--- src/verilog/timer8_pkg.sv ---
// Package with register map, field layout, modes and prescaler taps of the 8-bit timer
package timer8_pkg;

    // Register offsets on the plain register port
    localparam logic [2:0] OFS_CONTROL = 3'h0;
    localparam logic [2:0] OFS_COUNT = 3'h1;
    localparam logic [2:0] OFS_COMPARE = 3'h2;
    localparam logic [2:0] OFS_FLAGS = 3'h3;
    localparam logic [2:0] OFS_MASK = 3'h4;
    localparam logic [2:0] OFS_ASYNC = 3'h5;

    // Field positions in the control register
    localparam int WAVE_LO_POS = 0;
    localparam int WAVE_HI_POS = 1;
    localparam int COM_LO_POS = 2;
    localparam int COM_HI_POS = 3;
    localparam int CS_LO_POS = 4;
    localparam int CS_HI_POS = 6;
    localparam int FORCE_POS = 7;

    // Field positions in flag, mask and async status registers
    localparam int OVF_POS = 0;
    localparam int CMP_POS = 1;
    localparam int ASYNC_SEL_POS = 0;

    // Reset values
    localparam logic [7:0] CONTROL_RST = 8'h00;
    localparam logic [7:0] COUNT_RST = 8'h00;
    localparam logic [7:0] COMPARE_RST = 8'h00;
    localparam logic [1:0] FLAGS_RST = 2'h0;
    localparam logic [1:0] MASK_RST = 2'h0;
    localparam logic ASYNC_SEL_RST = 1'b0;

    // Count extremes
    localparam logic [7:0] COUNT_BOTTOM = 8'h00;
    localparam logic [7:0] COUNT_MAX = 8'hff;

    // Wave mode codes
    localparam logic [1:0] WAVE_NORMAL = 2'h0;
    localparam logic [1:0] WAVE_PHASE_PWM = 2'h1;
    localparam logic [1:0] WAVE_CTC = 2'h2;
    localparam logic [1:0] WAVE_FAST_PWM = 2'h3;

    // Compare output mode codes
    localparam logic [1:0] COM_OFF = 2'h0;
    localparam logic [1:0] COM_TOGGLE = 2'h1;
    localparam logic [1:0] COM_CLEAR = 2'h2;
    localparam logic [1:0] COM_SET = 2'h3;

    // Prescaler width and tap masks per clock select code (code 0 stops the timer)
    localparam int PRESCALE_W = 10;
    localparam logic [2:0] CS_STOPPED = 3'h0;
    localparam logic [9:0] TAP_DIV1 = 10'h000;
    localparam logic [9:0] TAP_DIV8 = 10'h007;
    localparam logic [9:0] TAP_DIV32 = 10'h01f;
    localparam logic [9:0] TAP_DIV64 = 10'h03f;
    localparam logic [9:0] TAP_DIV128 = 10'h07f;
    localparam logic [9:0] TAP_DIV256 = 10'h0ff;
    localparam logic [9:0] TAP_DIV1024 = 10'h3ff;

endpackage

--- src/verilog/pin_sampler.sv ---
// Three-stage sampler for a pin input with an agreement filter and rising-edge pulse
`timescale 1ns/100ps
`default_nettype none
module pin_sampler (
    // Clock and reset
    input wire logic i_clk,
    input wire logic i_srst,
    // Raw pin
    input wire logic i_pin,
    // Filtered level and its rising edge
    output logic o_level,
    output logic o_rise
);

    logic meta;
    logic stage2;
    logic stage3;

    // Plain shift chain; the first stage feeds only the second
    always_ff @(posedge i_clk) begin
        meta <= i_pin;
        stage2 <= meta;
        stage3 <= stage2;
    end

    // A change counts only once the second and third stages agree
    always_ff @(posedge i_clk) begin
        if (i_srst) begin
            o_level <= 1'b0;
            o_rise <= 1'b0;
        end else begin
            o_rise <= 1'b0;
            if (stage2 == stage3) begin
                o_level <= stage3;
                o_rise <= stage3 & ~o_level;
            end
        end
    end

endmodule
`default_nettype wire

--- src/verilog/async_timer8_compare_unit.sv ---
// 8-bit timer/counter with clock select, prescaler and one output compare unit
//
// Contract
// RULE1 - Count and compare values are 8-bit registers
// RULE2 - Clock from io clock, or crystal when selected
// RULE3 - Clock select zero stops the counter
// RULE4 - Count value readable and writable anytime
// RULE5 - Count write beats clear or count
// RULE6 - Bottom indication when count becomes zero
// RULE7 - Max indication when count becomes 255
// RULE8 - Top is 255 or compare value by mode
// RULE9 - Each tick clears, increments or decrements
// RULE10 - Wave mode bits set the count sequence
// RULE11 - Overflow flag set per mode, interrupt source
// RULE12 - Comparator signals equality of count and compare
// RULE13 - Match sets flag on next tick
// RULE14 - Enabled compare flag raises interrupt request
// RULE15 - Flag clears on service or written one
// RULE16 - Output follows match, wave mode, output mode
// RULE17 - Max and bottom feed waveform special cases
// RULE18 - Requests visible in flags, individually masked
// RULE19 - Comparator uses the buffered compare value
// RULE20 - Buffering only in pulse width modes
// RULE21 - Count write blocks match on next tick
// RULE22 - Forced strobe updates output, no flag or clear
// RULE23 - Flag set beats software clear
// RULE24 - Nonzero select picks a prescaler tap
//
// The address-and-strobe port and the register addresses were chosen for this implementation.
`timescale 1ns/100ps
`default_nettype none
module async_timer8_compare_unit
    import timer8_pkg::*;
(
    // Clock and reset
    input wire logic i_clk,
    input wire logic i_srst,
    // Register port
    input wire logic [2:0] i_addr,
    input wire logic [7:0] i_wdata,
    input wire logic i_wr,
    input wire logic i_rd,
    output logic [7:0] o_rdata,
    // Interrupt service acknowledges and requests
    input wire logic i_ovf_service,
    input wire logic i_cmp_service,
    output logic o_ovf_irq,
    output logic o_cmp_irq,
    // Crystal oscillator pins
    input wire logic i_crystal_pin_in,
    output logic o_crystal_pin_out,
    // Compare output and its port override
    output logic o_compare_output,
    output logic o_compare_output_en
);

    // Software state
    logic [1:0] wave_mode_field;
    logic [1:0] compare_output_mode;
    logic [2:0] clock_select_field;
    logic async_clock_select;
    logic [7:0] count_value;
    logic [7:0] compare_value;
    logic [7:0] compare_buffer;
    logic [1:0] timer_flag_reg;
    logic [1:0] timer_irq_mask_reg;

    // Counter core state
    logic count_down;
    logic match_blocked;
    logic [PRESCALE_W-1:0] prescale;
    logic crystal_level;
    logic crystal_rise;

    // Decoded strobes and combinational results
    logic wr_control;
    logic wr_count;
    logic wr_compare;
    logic wr_flags;
    logic force_strobe;
    logic source_tick;
    logic timer_tick;
    logic [9:0] tap_mask;
    logic pwm_mode;
    logic at_max;
    logic at_bottom;
    logic at_top;
    logic compare_match;
    logic match_event;
    logic [7:0] next_count;
    logic next_down;
    logic ovf_event;
    logic [1:0] next_flags;
    logic next_output;

    // Register write decode, shared by every write path
    function automatic logic hit(input logic [2:0] ofs);
        hit = i_wr && (i_addr == ofs);
    endfunction

    // Output action for a compare event in the non-pulse-width modes
    function automatic logic com_action(input logic [1:0] com, input logic cur);
        unique case (com)
            COM_OFF: com_action = cur;
            COM_TOGGLE: com_action = ~cur;
            COM_CLEAR: com_action = 1'b0;
            COM_SET: com_action = 1'b1;
        endcase
    endfunction

    assign wr_control = hit(OFS_CONTROL);
    assign wr_count = hit(OFS_COUNT);
    assign wr_compare = hit(OFS_COMPARE);
    assign wr_flags = hit(OFS_FLAGS);
    // The force bit is a strobe and only acts outside the pulse width modes
    assign force_strobe = wr_control && i_wdata[FORCE_POS] && !pwm_mode;
    assign pwm_mode = (wave_mode_field == WAVE_PHASE_PWM) || (wave_mode_field == WAVE_FAST_PWM);

    // Crystal pin comes from outside this clock domain
    pin_sampler crystal_sampler (
        .i_clk(i_clk),
        .i_srst(i_srst),
        .i_pin(i_crystal_pin_in),
        .o_level(crystal_level),
        .o_rise(crystal_rise)
    );

    // Inverting amplifier stand-in; keeps the oscillator loop closed
    always_ff @(posedge i_clk) begin
        if (i_srst) begin
            o_crystal_pin_out <= 1'b1;
        end else begin
            o_crystal_pin_out <= ~crystal_level;
        end
    end

    // Source is the io clock, or crystal rising edges when selected
    assign source_tick = async_clock_select ? crystal_rise : 1'b1; // see RULE2

    // Prescaler taps; the mapping of codes to ratios is a local choice
    always_comb begin
        unique case (clock_select_field)
            3'h1: tap_mask = TAP_DIV1;
            3'h2: tap_mask = TAP_DIV8;
            3'h3: tap_mask = TAP_DIV32;
            3'h4: tap_mask = TAP_DIV64;
            3'h5: tap_mask = TAP_DIV128;
            3'h6: tap_mask = TAP_DIV256;
            3'h7: tap_mask = TAP_DIV1024;
            default: tap_mask = TAP_DIV1; // Stopped anyway, see below
        endcase
    end

    // Prescaler runs on the chosen source, free of the select code
    always_ff @(posedge i_clk) begin
        if (i_srst) begin
            prescale <= '0;
        end else if (source_tick) begin
            prescale <= prescale + 10'h001; // see RULE24
        end
    end

    // Timer tick: none while the select code is zero
    assign timer_tick = source_tick && (clock_select_field != CS_STOPPED) // see RULE3
        && ((prescale & tap_mask) == tap_mask); // see RULE24

    // Extreme value and top indications
    assign at_max = (count_value == COUNT_MAX); // see RULE7
    assign at_bottom = (count_value == COUNT_BOTTOM); // see RULE6
    assign at_top = (wave_mode_field == WAVE_CTC) ? (count_value == compare_value) : at_max; // see RULE8

    // Comparator against the active compare value
    assign compare_match = (count_value == compare_value); // see RULE12 RULE19
    assign match_event = timer_tick && compare_match && !match_blocked; // see RULE21

    // Next count and direction per wave mode
    always_comb begin
        next_count = count_value;
        next_down = count_down;
        ovf_event = 1'b0;
        unique case (wave_mode_field) // see RULE10
            WAVE_PHASE_PWM: begin
                // Dual slope: turn at max going up and at bottom going down
                if (!count_down) begin
                    if (at_max) begin
                        next_down = 1'b1;
                        next_count = count_value - 8'h01; // see RULE9
                    end else begin
                        next_count = count_value + 8'h01;
                    end
                end else begin
                    if (at_bottom) begin
                        next_down = 1'b0;
                        next_count = count_value + 8'h01;
                    end else begin
                        next_count = count_value - 8'h01;
                    end
                end
                ovf_event = at_bottom; // see RULE11
            end
            WAVE_CTC: begin
                // Clear only on a match that is not blocked
                next_down = 1'b0;
                next_count = (at_top && !match_blocked) ? COUNT_BOTTOM : count_value + 8'h01; // see RULE9
                ovf_event = at_max;
            end
            default: begin
                // Normal and fast pulse width: single slope to max then wrap
                next_down = 1'b0;
                next_count = count_value + 8'h01;
                ovf_event = at_max; // see RULE11
            end
        endcase
    end

    // Control register; the force bit is never stored
    always_ff @(posedge i_clk) begin
        if (i_srst) begin
            wave_mode_field <= CONTROL_RST[WAVE_HI_POS:WAVE_LO_POS];
            compare_output_mode <= CONTROL_RST[COM_HI_POS:COM_LO_POS];
            clock_select_field <= CONTROL_RST[CS_HI_POS:CS_LO_POS];
        end else if (wr_control) begin
            wave_mode_field <= i_wdata[WAVE_HI_POS:WAVE_LO_POS];
            compare_output_mode <= i_wdata[COM_HI_POS:COM_LO_POS];
            clock_select_field <= i_wdata[CS_HI_POS:CS_LO_POS];
        end
    end

    // Async status; switching source mid-count may give one odd tick
    always_ff @(posedge i_clk) begin
        if (i_srst) begin
            async_clock_select <= ASYNC_SEL_RST;
        end else if (hit(OFS_ASYNC)) begin
            async_clock_select <= i_wdata[ASYNC_SEL_POS]; // see RULE2
        end
    end

    // Mask register
    always_ff @(posedge i_clk) begin
        if (i_srst) begin
            timer_irq_mask_reg <= MASK_RST;
        end else if (hit(OFS_MASK)) begin
            timer_irq_mask_reg <= i_wdata[CMP_POS:OVF_POS]; // see RULE18
        end
    end

    // Counter: a software write wins over any tick in the same cycle
    always_ff @(posedge i_clk) begin
        if (i_srst) begin
            count_value <= COUNT_RST;
            count_down <= 1'b0;
        end else if (wr_count) begin
            count_value <= i_wdata; // see RULE4 RULE5
        end else if (timer_tick) begin
            count_value <= next_count; // see RULE9
            count_down <= next_down;
        end
    end

    // A count write blocks the match on the following tick, even when stopped
    always_ff @(posedge i_clk) begin
        if (i_srst) begin
            match_blocked <= 1'b0;
        end else if (wr_count) begin
            match_blocked <= 1'b1; // see RULE21
        end else if (timer_tick) begin
            match_blocked <= 1'b0;
        end
    end

    // Software always writes the buffer
    always_ff @(posedge i_clk) begin
        if (i_srst) begin
            compare_buffer <= COMPARE_RST;
        end else if (wr_compare) begin
            compare_buffer <= i_wdata; // see RULE1
        end
    end

    // Active compare value: direct in non-pulse-width modes, else loaded at top
    always_ff @(posedge i_clk) begin
        if (i_srst) begin
            compare_value <= COMPARE_RST;
        end else if (!pwm_mode) begin
            compare_value <= wr_compare ? i_wdata : compare_buffer; // see RULE20
        end else if (timer_tick && at_max && !wr_count) begin
            compare_value <= compare_buffer; // see RULE19 RULE20
        end
    end

    // Flags: hardware set wins over a clear by service or written one
    always_comb begin
        next_flags = timer_flag_reg;
        if (wr_flags) begin
            next_flags = next_flags & ~i_wdata[CMP_POS:OVF_POS]; // see RULE15
        end
        if (i_ovf_service) begin
            next_flags[OVF_POS] = 1'b0;
        end
        if (i_cmp_service) begin
            next_flags[CMP_POS] = 1'b0; // see RULE15
        end
        if (timer_tick && !wr_count && ovf_event) begin
            next_flags[OVF_POS] = 1'b1; // see RULE11 RULE23
        end
        if (match_event) begin
            next_flags[CMP_POS] = 1'b1; // see RULE13 RULE23
        end
    end

    always_ff @(posedge i_clk) begin
        if (i_srst) begin
            timer_flag_reg <= FLAGS_RST;
        end else begin
            timer_flag_reg <= next_flags;
        end
    end

    // Requests follow flags through the mask
    always_ff @(posedge i_clk) begin
        if (i_srst) begin
            o_ovf_irq <= 1'b0;
            o_cmp_irq <= 1'b0;
        end else begin
            o_ovf_irq <= timer_flag_reg[OVF_POS] && timer_irq_mask_reg[OVF_POS]; // see RULE18
            o_cmp_irq <= timer_flag_reg[CMP_POS] && timer_irq_mask_reg[CMP_POS]; // see RULE14
        end
    end

    // Waveform generator next state
    always_comb begin
        next_output = o_compare_output;
        if (force_strobe) begin
            next_output = com_action(compare_output_mode, o_compare_output); // see RULE22
        end else if (timer_tick && !wr_count) begin
            unique case (wave_mode_field) // see RULE16
                WAVE_FAST_PWM: begin
                    // Match clears (or sets if inverted); wrap to bottom restores.
                    // A compare value of max matches at the wrap and keeps the level.
                    if (compare_output_mode[1]) begin
                        if (match_event) begin
                            next_output = compare_output_mode[0];
                        end else if (at_max) begin
                            next_output = ~compare_output_mode[0]; // see RULE17
                        end
                    end
                end
                WAVE_PHASE_PWM: begin
                    // Level depends on slope; of the turn points only bottom is used, for a compare value of bottom
                    if (compare_output_mode[1] && match_event) begin
                        next_output = compare_output_mode[0] ^ count_down;
                    end else if (compare_output_mode[1] && at_bottom && compare_value == COUNT_BOTTOM) begin
                        next_output = compare_output_mode[0]; // see RULE17
                    end
                end
                default: begin
                    if (match_event) begin
                        next_output = com_action(compare_output_mode, o_compare_output); // see RULE16
                    end
                end
            endcase
        end
    end

    // Compare output and override enable
    always_ff @(posedge i_clk) begin
        if (i_srst) begin
            o_compare_output <= 1'b0;
            o_compare_output_en <= 1'b0;
        end else begin
            o_compare_output <= next_output;
            o_compare_output_en <= (compare_output_mode != COM_OFF);
        end
    end

    // Read data, one cycle after the strobe; unmapped reads give zero
    always_ff @(posedge i_clk) begin
        if (i_srst) begin
            o_rdata <= 8'h00;
        end else if (i_rd) begin
            unique case (i_addr)
                OFS_CONTROL: begin
                    o_rdata <= 8'h00;
                    o_rdata[WAVE_HI_POS:WAVE_LO_POS] <= wave_mode_field;
                    o_rdata[COM_HI_POS:COM_LO_POS] <= compare_output_mode;
                    o_rdata[CS_HI_POS:CS_LO_POS] <= clock_select_field;
                end
                OFS_COUNT: o_rdata <= count_value; // see RULE4
                OFS_COMPARE: o_rdata <= compare_buffer;
                OFS_FLAGS: o_rdata <= {6'h00, timer_flag_reg}; // see RULE18
                OFS_MASK: o_rdata <= {6'h00, timer_irq_mask_reg};
                OFS_ASYNC: o_rdata <= {7'h00, async_clock_select};
                default: o_rdata <= 8'h00;
            endcase
        end else begin
            o_rdata <= 8'h00;
        end
    end

endmodule
`default_nettype wire

--- config.mk ---
export PLATFORM = sky130hd
export DESIGN_NAME = async_timer8_compare_unit
export DESIGN_NICKNAME = d
export VERILOG_FILES = /design/src/verilog/timer8_pkg.sv /design/src/verilog/pin_sampler.sv /design/src/verilog/async_timer8_compare_unit.sv
export SDC_FILE = /design/constraint.sdc
export NUM_CORES = 1
export LEC_CHECK = 0
export ABC_AREA = 1
export BUFFER_PORTS_ARGS = -buffer_cell sky130_fd_sc_hd__buf_2
export CAP_MARGIN = 10
export CORE_MARGIN = 5
export CORE_UTILIZATION = 30
export DETAILED_ROUTE_END_ITERATION = 8
export PLACE_DENSITY = 0.5
export SETUP_SLACK_MARGIN = 0.3
export SKIP_CTS_REPAIR_TIMING = 1
export SYNTH_ARGS = -nofsm -noshare
export SYNTH_HDL_FRONTEND = slang
export SYNTH_HIERARCHICAL = 1
export SYNTH_SLANG_ARGS = --single-unit
--- constraint.sdc ---
create_clock -name i_clk -period 1.95 [get_ports i_clk]
set_input_delay 0.195 -clock i_clk [delete_from_list [all_inputs] [get_ports i_clk]]
set_output_delay 0.195 -clock i_clk [all_outputs]
set_load 0.05 [all_outputs]
==> results of run 1 <==
==> layer usage <==
metal | vias to the layer above | GRT usage (%) | routed length (um)
li1 | 1829 | - | -
met1 | 1684 | 20.4 | 5130
met2 | 90 | 24.9 | 5550
met3 | 23 | 4.82 | 687
met4 | 0 | 5.74 | 276
met5 | - | 0 | 0
==> power by group <==
part           leakage (nW)  total [mW]  switching, mW  internal (mW)
clock                 0.146        1.63          0.637          0.988
combinational          1.45       0.561          0.353          0.208
sequential            0.547        1.43         0.0425           1.39
==> logic make-up (layout without fill, tap and decap cells) <==
| group | Yosys count | after routing | synth area share [%] |
|---|---|---|---|
| AO/OA/AOI/OAI | 113 | 113 | 17.3 |
| flip-flops | 66 | 66 | 36.1 |
| buffers and inverters | 92 | 159 | 10.4 |
| adder cells (fa/ha/maj) | 7 | 7 | 2.39 |
| multiplexers | 4 | 4 | 1.09 |
| XOR/XNOR | 12 | 12 | 2.87 |
| AND/OR/NAND/NOR | 228 | 230 | 29.8 |
==> metrics by stage <==
step / util, % / hold WS [ns]
finish: 39.9 / 0.113
CTS: 36.1 / -0.0529
detailed placement: 33.7 / 0.305
floorplan: - / 0.223
global placement: 33.7 / 0.302
global route: 39.9 / 0.132
==> worst paths after layout <==
path,end,slack (ns),cells past startpoint
hold reg to reg,crystal_sampler/stage2,0.33,0
setup reg to reg,count_value[4],0.32,12
setup / recovery,count_value[4],0.32,12
hold / removal,timer_flag_reg[1],0.11,3
==> critical path, cell delays in order (launching register included) <==
cell and delay [ns]:
dfxtp_4 0.38, ha_4 0.16, nand2_4 0.05, nor2_4 0.16
buf_6 0.12, xor2_1 0.14, inv_1 0.08, nand2_1 0.06
o21ai_1 0.05, nand2_1 0.05, nand2_1 0.06, a21oi_2 0.14
nor2_1 0.05
==> placed cells by master, fill, tap and decap left out, types with 9 or more instances in the layout <==
| cell | instances |
|---|---|
| inv_2 | 13 |
| a21oi_1 | 37 |
| inv_1 | 59 |
| buf_2 | 30 |
| nand2_1 | 99 |
| clkbuf_16 | 9 |
| o21ai_1 | 9 |
| dfxtp_1 | 47 |
| o21ai_0 | 34 |
| nor2_1 | 41 |
| dfxtp_2 | 11 |
| nor2_4 | 10 |
| buf_4 | 28 |
| nand2_2 | 12 |
| nand3_1 | 30 |
| xor2_1 | 9 |
==> cell type report <==
class                   count  area, um^2  area share, %
inverters                  78         319           6.68
clock inverters             6        66.3           1.39
well taps                 147         184           3.85
multi-input cells         366        2170           45.4
repair buffers             66         449           9.40
flip-flops and latches     66        1370           28.6
clock buffers               9         225           4.71
==> flow_metrics.tcl, run 1 <==
set metrics [dict create \
    pre_cts_ws_ns 0.124 \
    vdd_ir_drop_max_uv 534 \
    hold_path.class "input pin to flip-flop" \
    seq_area_frac_synth_pct 36.1 \
    io_buffer_count 30 \
    fin_cells 738 \
    grt_max_degree 34 \
    required_ns 2.17 \
    skew_ns 0.00687 \
    cts-root-buf "clkbuf_16" \
    clock_sinks 66 \
    syn_area_um2 3660 \
    cts.clk_slew.worst_paths_ns 0.06 \
    grt_pass1_wl_mm 17.6 \
    power.density_nw_per_um2 757 \
    fmax_mhz 612 \
    num_antenna_cells 0 \
    layout-drive-gt1-share_pct 30.8 \
    p_leak_nw 2.14 \
    final_nets 612 \
    status "complete, no violations" \
    max_cap_violations 0 \
    synthesis.nets 547 \
    slew_viol_final 0 \
    min-delay-start "i_cmp_service" \
    critPathLaunch "count_value[1]" \
    ys_warn_count 6 \
    hpwlAfterDp_mm 8.28 \
    top_register "prescale" \
    grt_pass1_vias 3391 \
    worstSetupPathType "flip-flop to flip-flop" \
    grtUsageTotal_pct 15.8 \
    synthFlopType "dfxtp_1" \
    num_rows 40 \
    fillerInstances 1239 \
    die_w_um 120 \
    tritoncts "yes" \
    post-synth-top-count-cell "nand2_1" \
    yosys.area.top_type "dfxtp_1" \
    fin_ws_ns 0.315 \
    drc 0 \
    gr-total-overflow 0 \
    area_delta_synth_final_pct 30.5 \
    ys_async_sr_fraction_pct 0 \
    antenna_found_initial 0 \
    synth-edff-count 0 \
    r2r-start "count_value[1]" \
    drt-total-wl_mm 11.6 \
    gp_congestion 0.919 \
    synthTopCellsByCount "nand2_1 (111), dfxtp_1 (66), inv_1 (64)" \
    antenna_left 0 \
    dp.cells 701 \
    core_um2 12000 \
    design.die.area_um2 14500 \
    max-slew-margin-rel_pct 53.7 \
    dr.pass1.iters 4 \
    cts_buffer_depth 2 \
    wire_per_inst_um 15.8 \
    start_util_pct 30.6 \
    cts_made_buffers 9 \
    yosys-top-cells-area "dfxtp_1 (36%), nand2_1 (11%), inv_1 (6.6%)" \
    cp-end-kind "flip-flop" \
    placed_area_um2 4030 \
    finalSetupViolCount 0 \
    timing.final.crit_share_pct 83.8 \
    power_mw 3.62 \
    clock_latency_ns 0.34 \
    final-hold-violation-count 0 \
    synth_seq_cells 66 \
    syn_inst 522 \
    period_minus_slack_ns 1.63 \
    start_kind "flip-flop" \
    cp_max_fo 4 \
    h-tree-depth 3 \
    dr_total_vias 3626 \
    largest_register_ffs 10 \
    vias_per_cell 4.91 \
    synth_cell_types 41 \
    final_area_um2 4780 \
    first_iter_violations 217 \
    fin_tns_setup_ns 0 \
    critPathArrivalTime_ns 1.85 \
    worst_slew_pin_slew_ns 0.694 \
    syn_area_per_cell_um2 7.01 \
    synth_top_area_share_pct 36.1 \
    io_pins 31 \
    rsz0062_at_grt "yes" \
    fp.dieH_um 120 \
]
Power figures use the tool's default switching activity.
==> run 2: changes to the inputs <==
--- a/config.mk
+++ b/config.mk
@@ -11,7 +11,7 @@
 export CORE_MARGIN = 5
 export CORE_UTILIZATION = 30
 export DETAILED_ROUTE_END_ITERATION = 8
-export PLACE_DENSITY = 0.5
+export PLACE_DENSITY = 0.51
 export SETUP_SLACK_MARGIN = 0.3
 export SKIP_CTS_REPAIR_TIMING = 1
 export SYNTH_ARGS = -nofsm -noshare
==> constraint.sdc (replaced) <==
create_clock -name i_clk -period 1.4 [get_ports i_clk]
set_input_delay 0.14 -clock i_clk [delete_from_list [all_inputs] [get_ports i_clk]]
set_output_delay 0.14 -clock i_clk [all_outputs]
set_load 0.05 [all_outputs]
==> flow_metrics.tcl, run 2 (synthesis results as in run 1) <==
set metrics [dict create \
    skew_ns 0.00592 \
    drt-total-wl_mm 11.3 \
    cts_made_buffers 9 \
    tritoncts "yes" \
    cp-end-kind "flip-flop" \
    placed_area_um2 4580 \
    slew_viol_final 0 \
    gp_congestion 0.880 \
    clock_sinks 66 \
    comb_power_share_pct 17.6 \
    num_rows 40 \
    worstSetupPathType "flip-flop to flip-flop" \
    pre_cts_ws_ns -0.302 \
    mostFrequentLayoutCells "nand2_1 (92), buf_4 (73), inv_1 (57)" \
    hold_path.class "input pin to flip-flop" \
    top_register "prescale" \
    antenna_left 0 \
    area_delta_synth_final_pct 45.1 \
    start_kind "flip-flop" \
    rsz0062_at_grt "yes" \
    worstReg2RegEnd "o_compare_output" \
    first_iter_violations 195 \
    cts-root-buf "clkbuf_16" \
    cp_max_fo 4 \
    min-delay-start "i_ovf_service" \
    gr-total-overflow 0 \
    ff2ff_path_depth 13 \
    whs_path_depth 3 \
    core_um2 12000 \
    grt_max_degree 34 \
    max-slew-margin-rel_pct 77.0 \
    grt_pass1_wl_mm 17.9 \
    finalSetupViolCount 21 \
    h-tree-depth 3 \
    r2r-start "compare_value[3]" \
    num_antenna_cells 0 \
    largest_register_ffs 10 \
    wire_per_inst_um 14.3 \
    dr_total_vias 3761 \
    whs_endpoint "timer_flag_reg[0]" \
    fp.dieH_um 120 \
    intPower_mw 3.75 \
    final_area_um2 5310 \
    io_pins 31 \
    io_buffer_count 30 \
    p_sw_share_pct 29.0 \
    final_common_cell "nand2_1" \
    die_w_um 120 \
    clock_latency_ns 0.34 \
    violations "setup timing" \
    status "finished, violations left" \
    worst_slew_pin_slew_ns 0.341 \
    antenna_found_initial 0 \
    vdd_ir_drop_max_uv 638 \
    fmax_mhz 612 \
    start_util_pct 30.6 \
    grtUsageTotal_pct 15.6 \
    fin_ws_ns -0.234 \
    power.density_nw_per_um2 994 \
    p_leak_nw 2.41 \
    period_minus_slack_ns 1.63 \
    required_ns 1.64 \
    max_cap_violations 0 \
    dr.pass1.iters 4 \
    cts_buffer_depth 2 \
    final-hold-violation-count 0 \
    design.die.area_um2 14500 \
    p_sw_mw 1.53 \
    pwr-share-clk_pct 44.8 \
    vias_per_cell 4.77 \
    layout-drive-gt1-share_pct 39.7 \
    drc 0 \
    final_nets 662 \
    power_frac_seq_pct 37.7 \
    grt_pass1_vias 3582 \
    timing.final.crit_share_pct 117 \
    reg2reg_slack_ns -0.23 \
    cts.clk_slew.worst_paths_ns 0.06 \
    critPathArrivalTime_ns 1.87 \
    hpwlAfterDp_mm 8.59 \
]
## run 2: cell count changes in the layout (fill, tap and decap cells not counted), moves of 4 or more
cell and change:
o21ai_2 +5, o21ai_0 -9, nand2_1 -7, nand2_2 +7
buf_4 +45, o21ai_1 +4, buf_6 +4
## run 2: power by group through the flow
stage                     Combinational, mW  Clock, mW  Sequential, mW
after floorplan                       0.443          0            2.04
after global routing                   1.01       2.51            1.99
after detailed placement              0.767          0            2.03
after global placement                0.762          0            2.03
after CTS                             0.772       2.42            1.99
final                                 0.928       2.36            1.99
## run 2: area by class of cell
cell class              count  area, um^2
clock buffers               9         225
inverters                  78         318
well taps                 147         184
multi-input cells         365        2240
clock inverters             7        85.1
repair buffers            117         890
fillers                  1183        6650
flip-flops and latches     66        1370
## run 2: layer usage
layer	GRT usage, %	part of all wire [%]	vias up
met2	24.9	48	65
met3	2.81	3.4	23
met5	0	0	-
met4	7.22	2.8	0
met1	20.5	46	1740
li1	-	-	1933
## run 2: how the worst max path moves through the flow
stage	startpoint	to	depth (start not counted)
floorplan	count_value[0]	count_value[4]	12
global placement	count_value[7]	count_value[0]	9
detailed placement	count_value[3]	o_compare_output	13
CTS	count_value[3]	o_compare_output	13
global route	compare_value[3]	o_compare_output	14
finish	compare_value[3]	o_compare_output	13
## run 2: worst max-delay path, cell delays in order (launching register included)
cell and delay [ns]:
dfxtp_4 0.36, buf_6 0.11, nand2_2 0.06, nand2_2 0.06
nor2_2 0.10, nand3_2 0.11, nor2_4 0.24, nand2_8 0.09
nand2_4 0.06, nand2_2 0.04, nand2_2 0.07, nand3_1 0.06
nor2_1 0.11, nor2_1 0.05
## run 2: metrics by stage
| stage | std cells | hold slack (ns) | setup TNS (ns) | total power, mW | utilization (%) |
|---|---|---|---|---|---|
| floorplan | 522 | 0.168 | -0.371 | 2.48 | - |
| global placement | 759 | 0.245 | -4.34 | 2.79 | 38.3 |
| detailed placement | 759 | 0.247 | -4.19 | 2.80 | 38.3 |
| CTS | 775 | -0.106 | -4.45 | 5.19 | 40.9 |
| global route | 789 | 0.0702 | -5.57 | 5.52 | 44.4 |
| finish | 789 | 0.0667 | -2.95 | 5.28 | 44.4 |
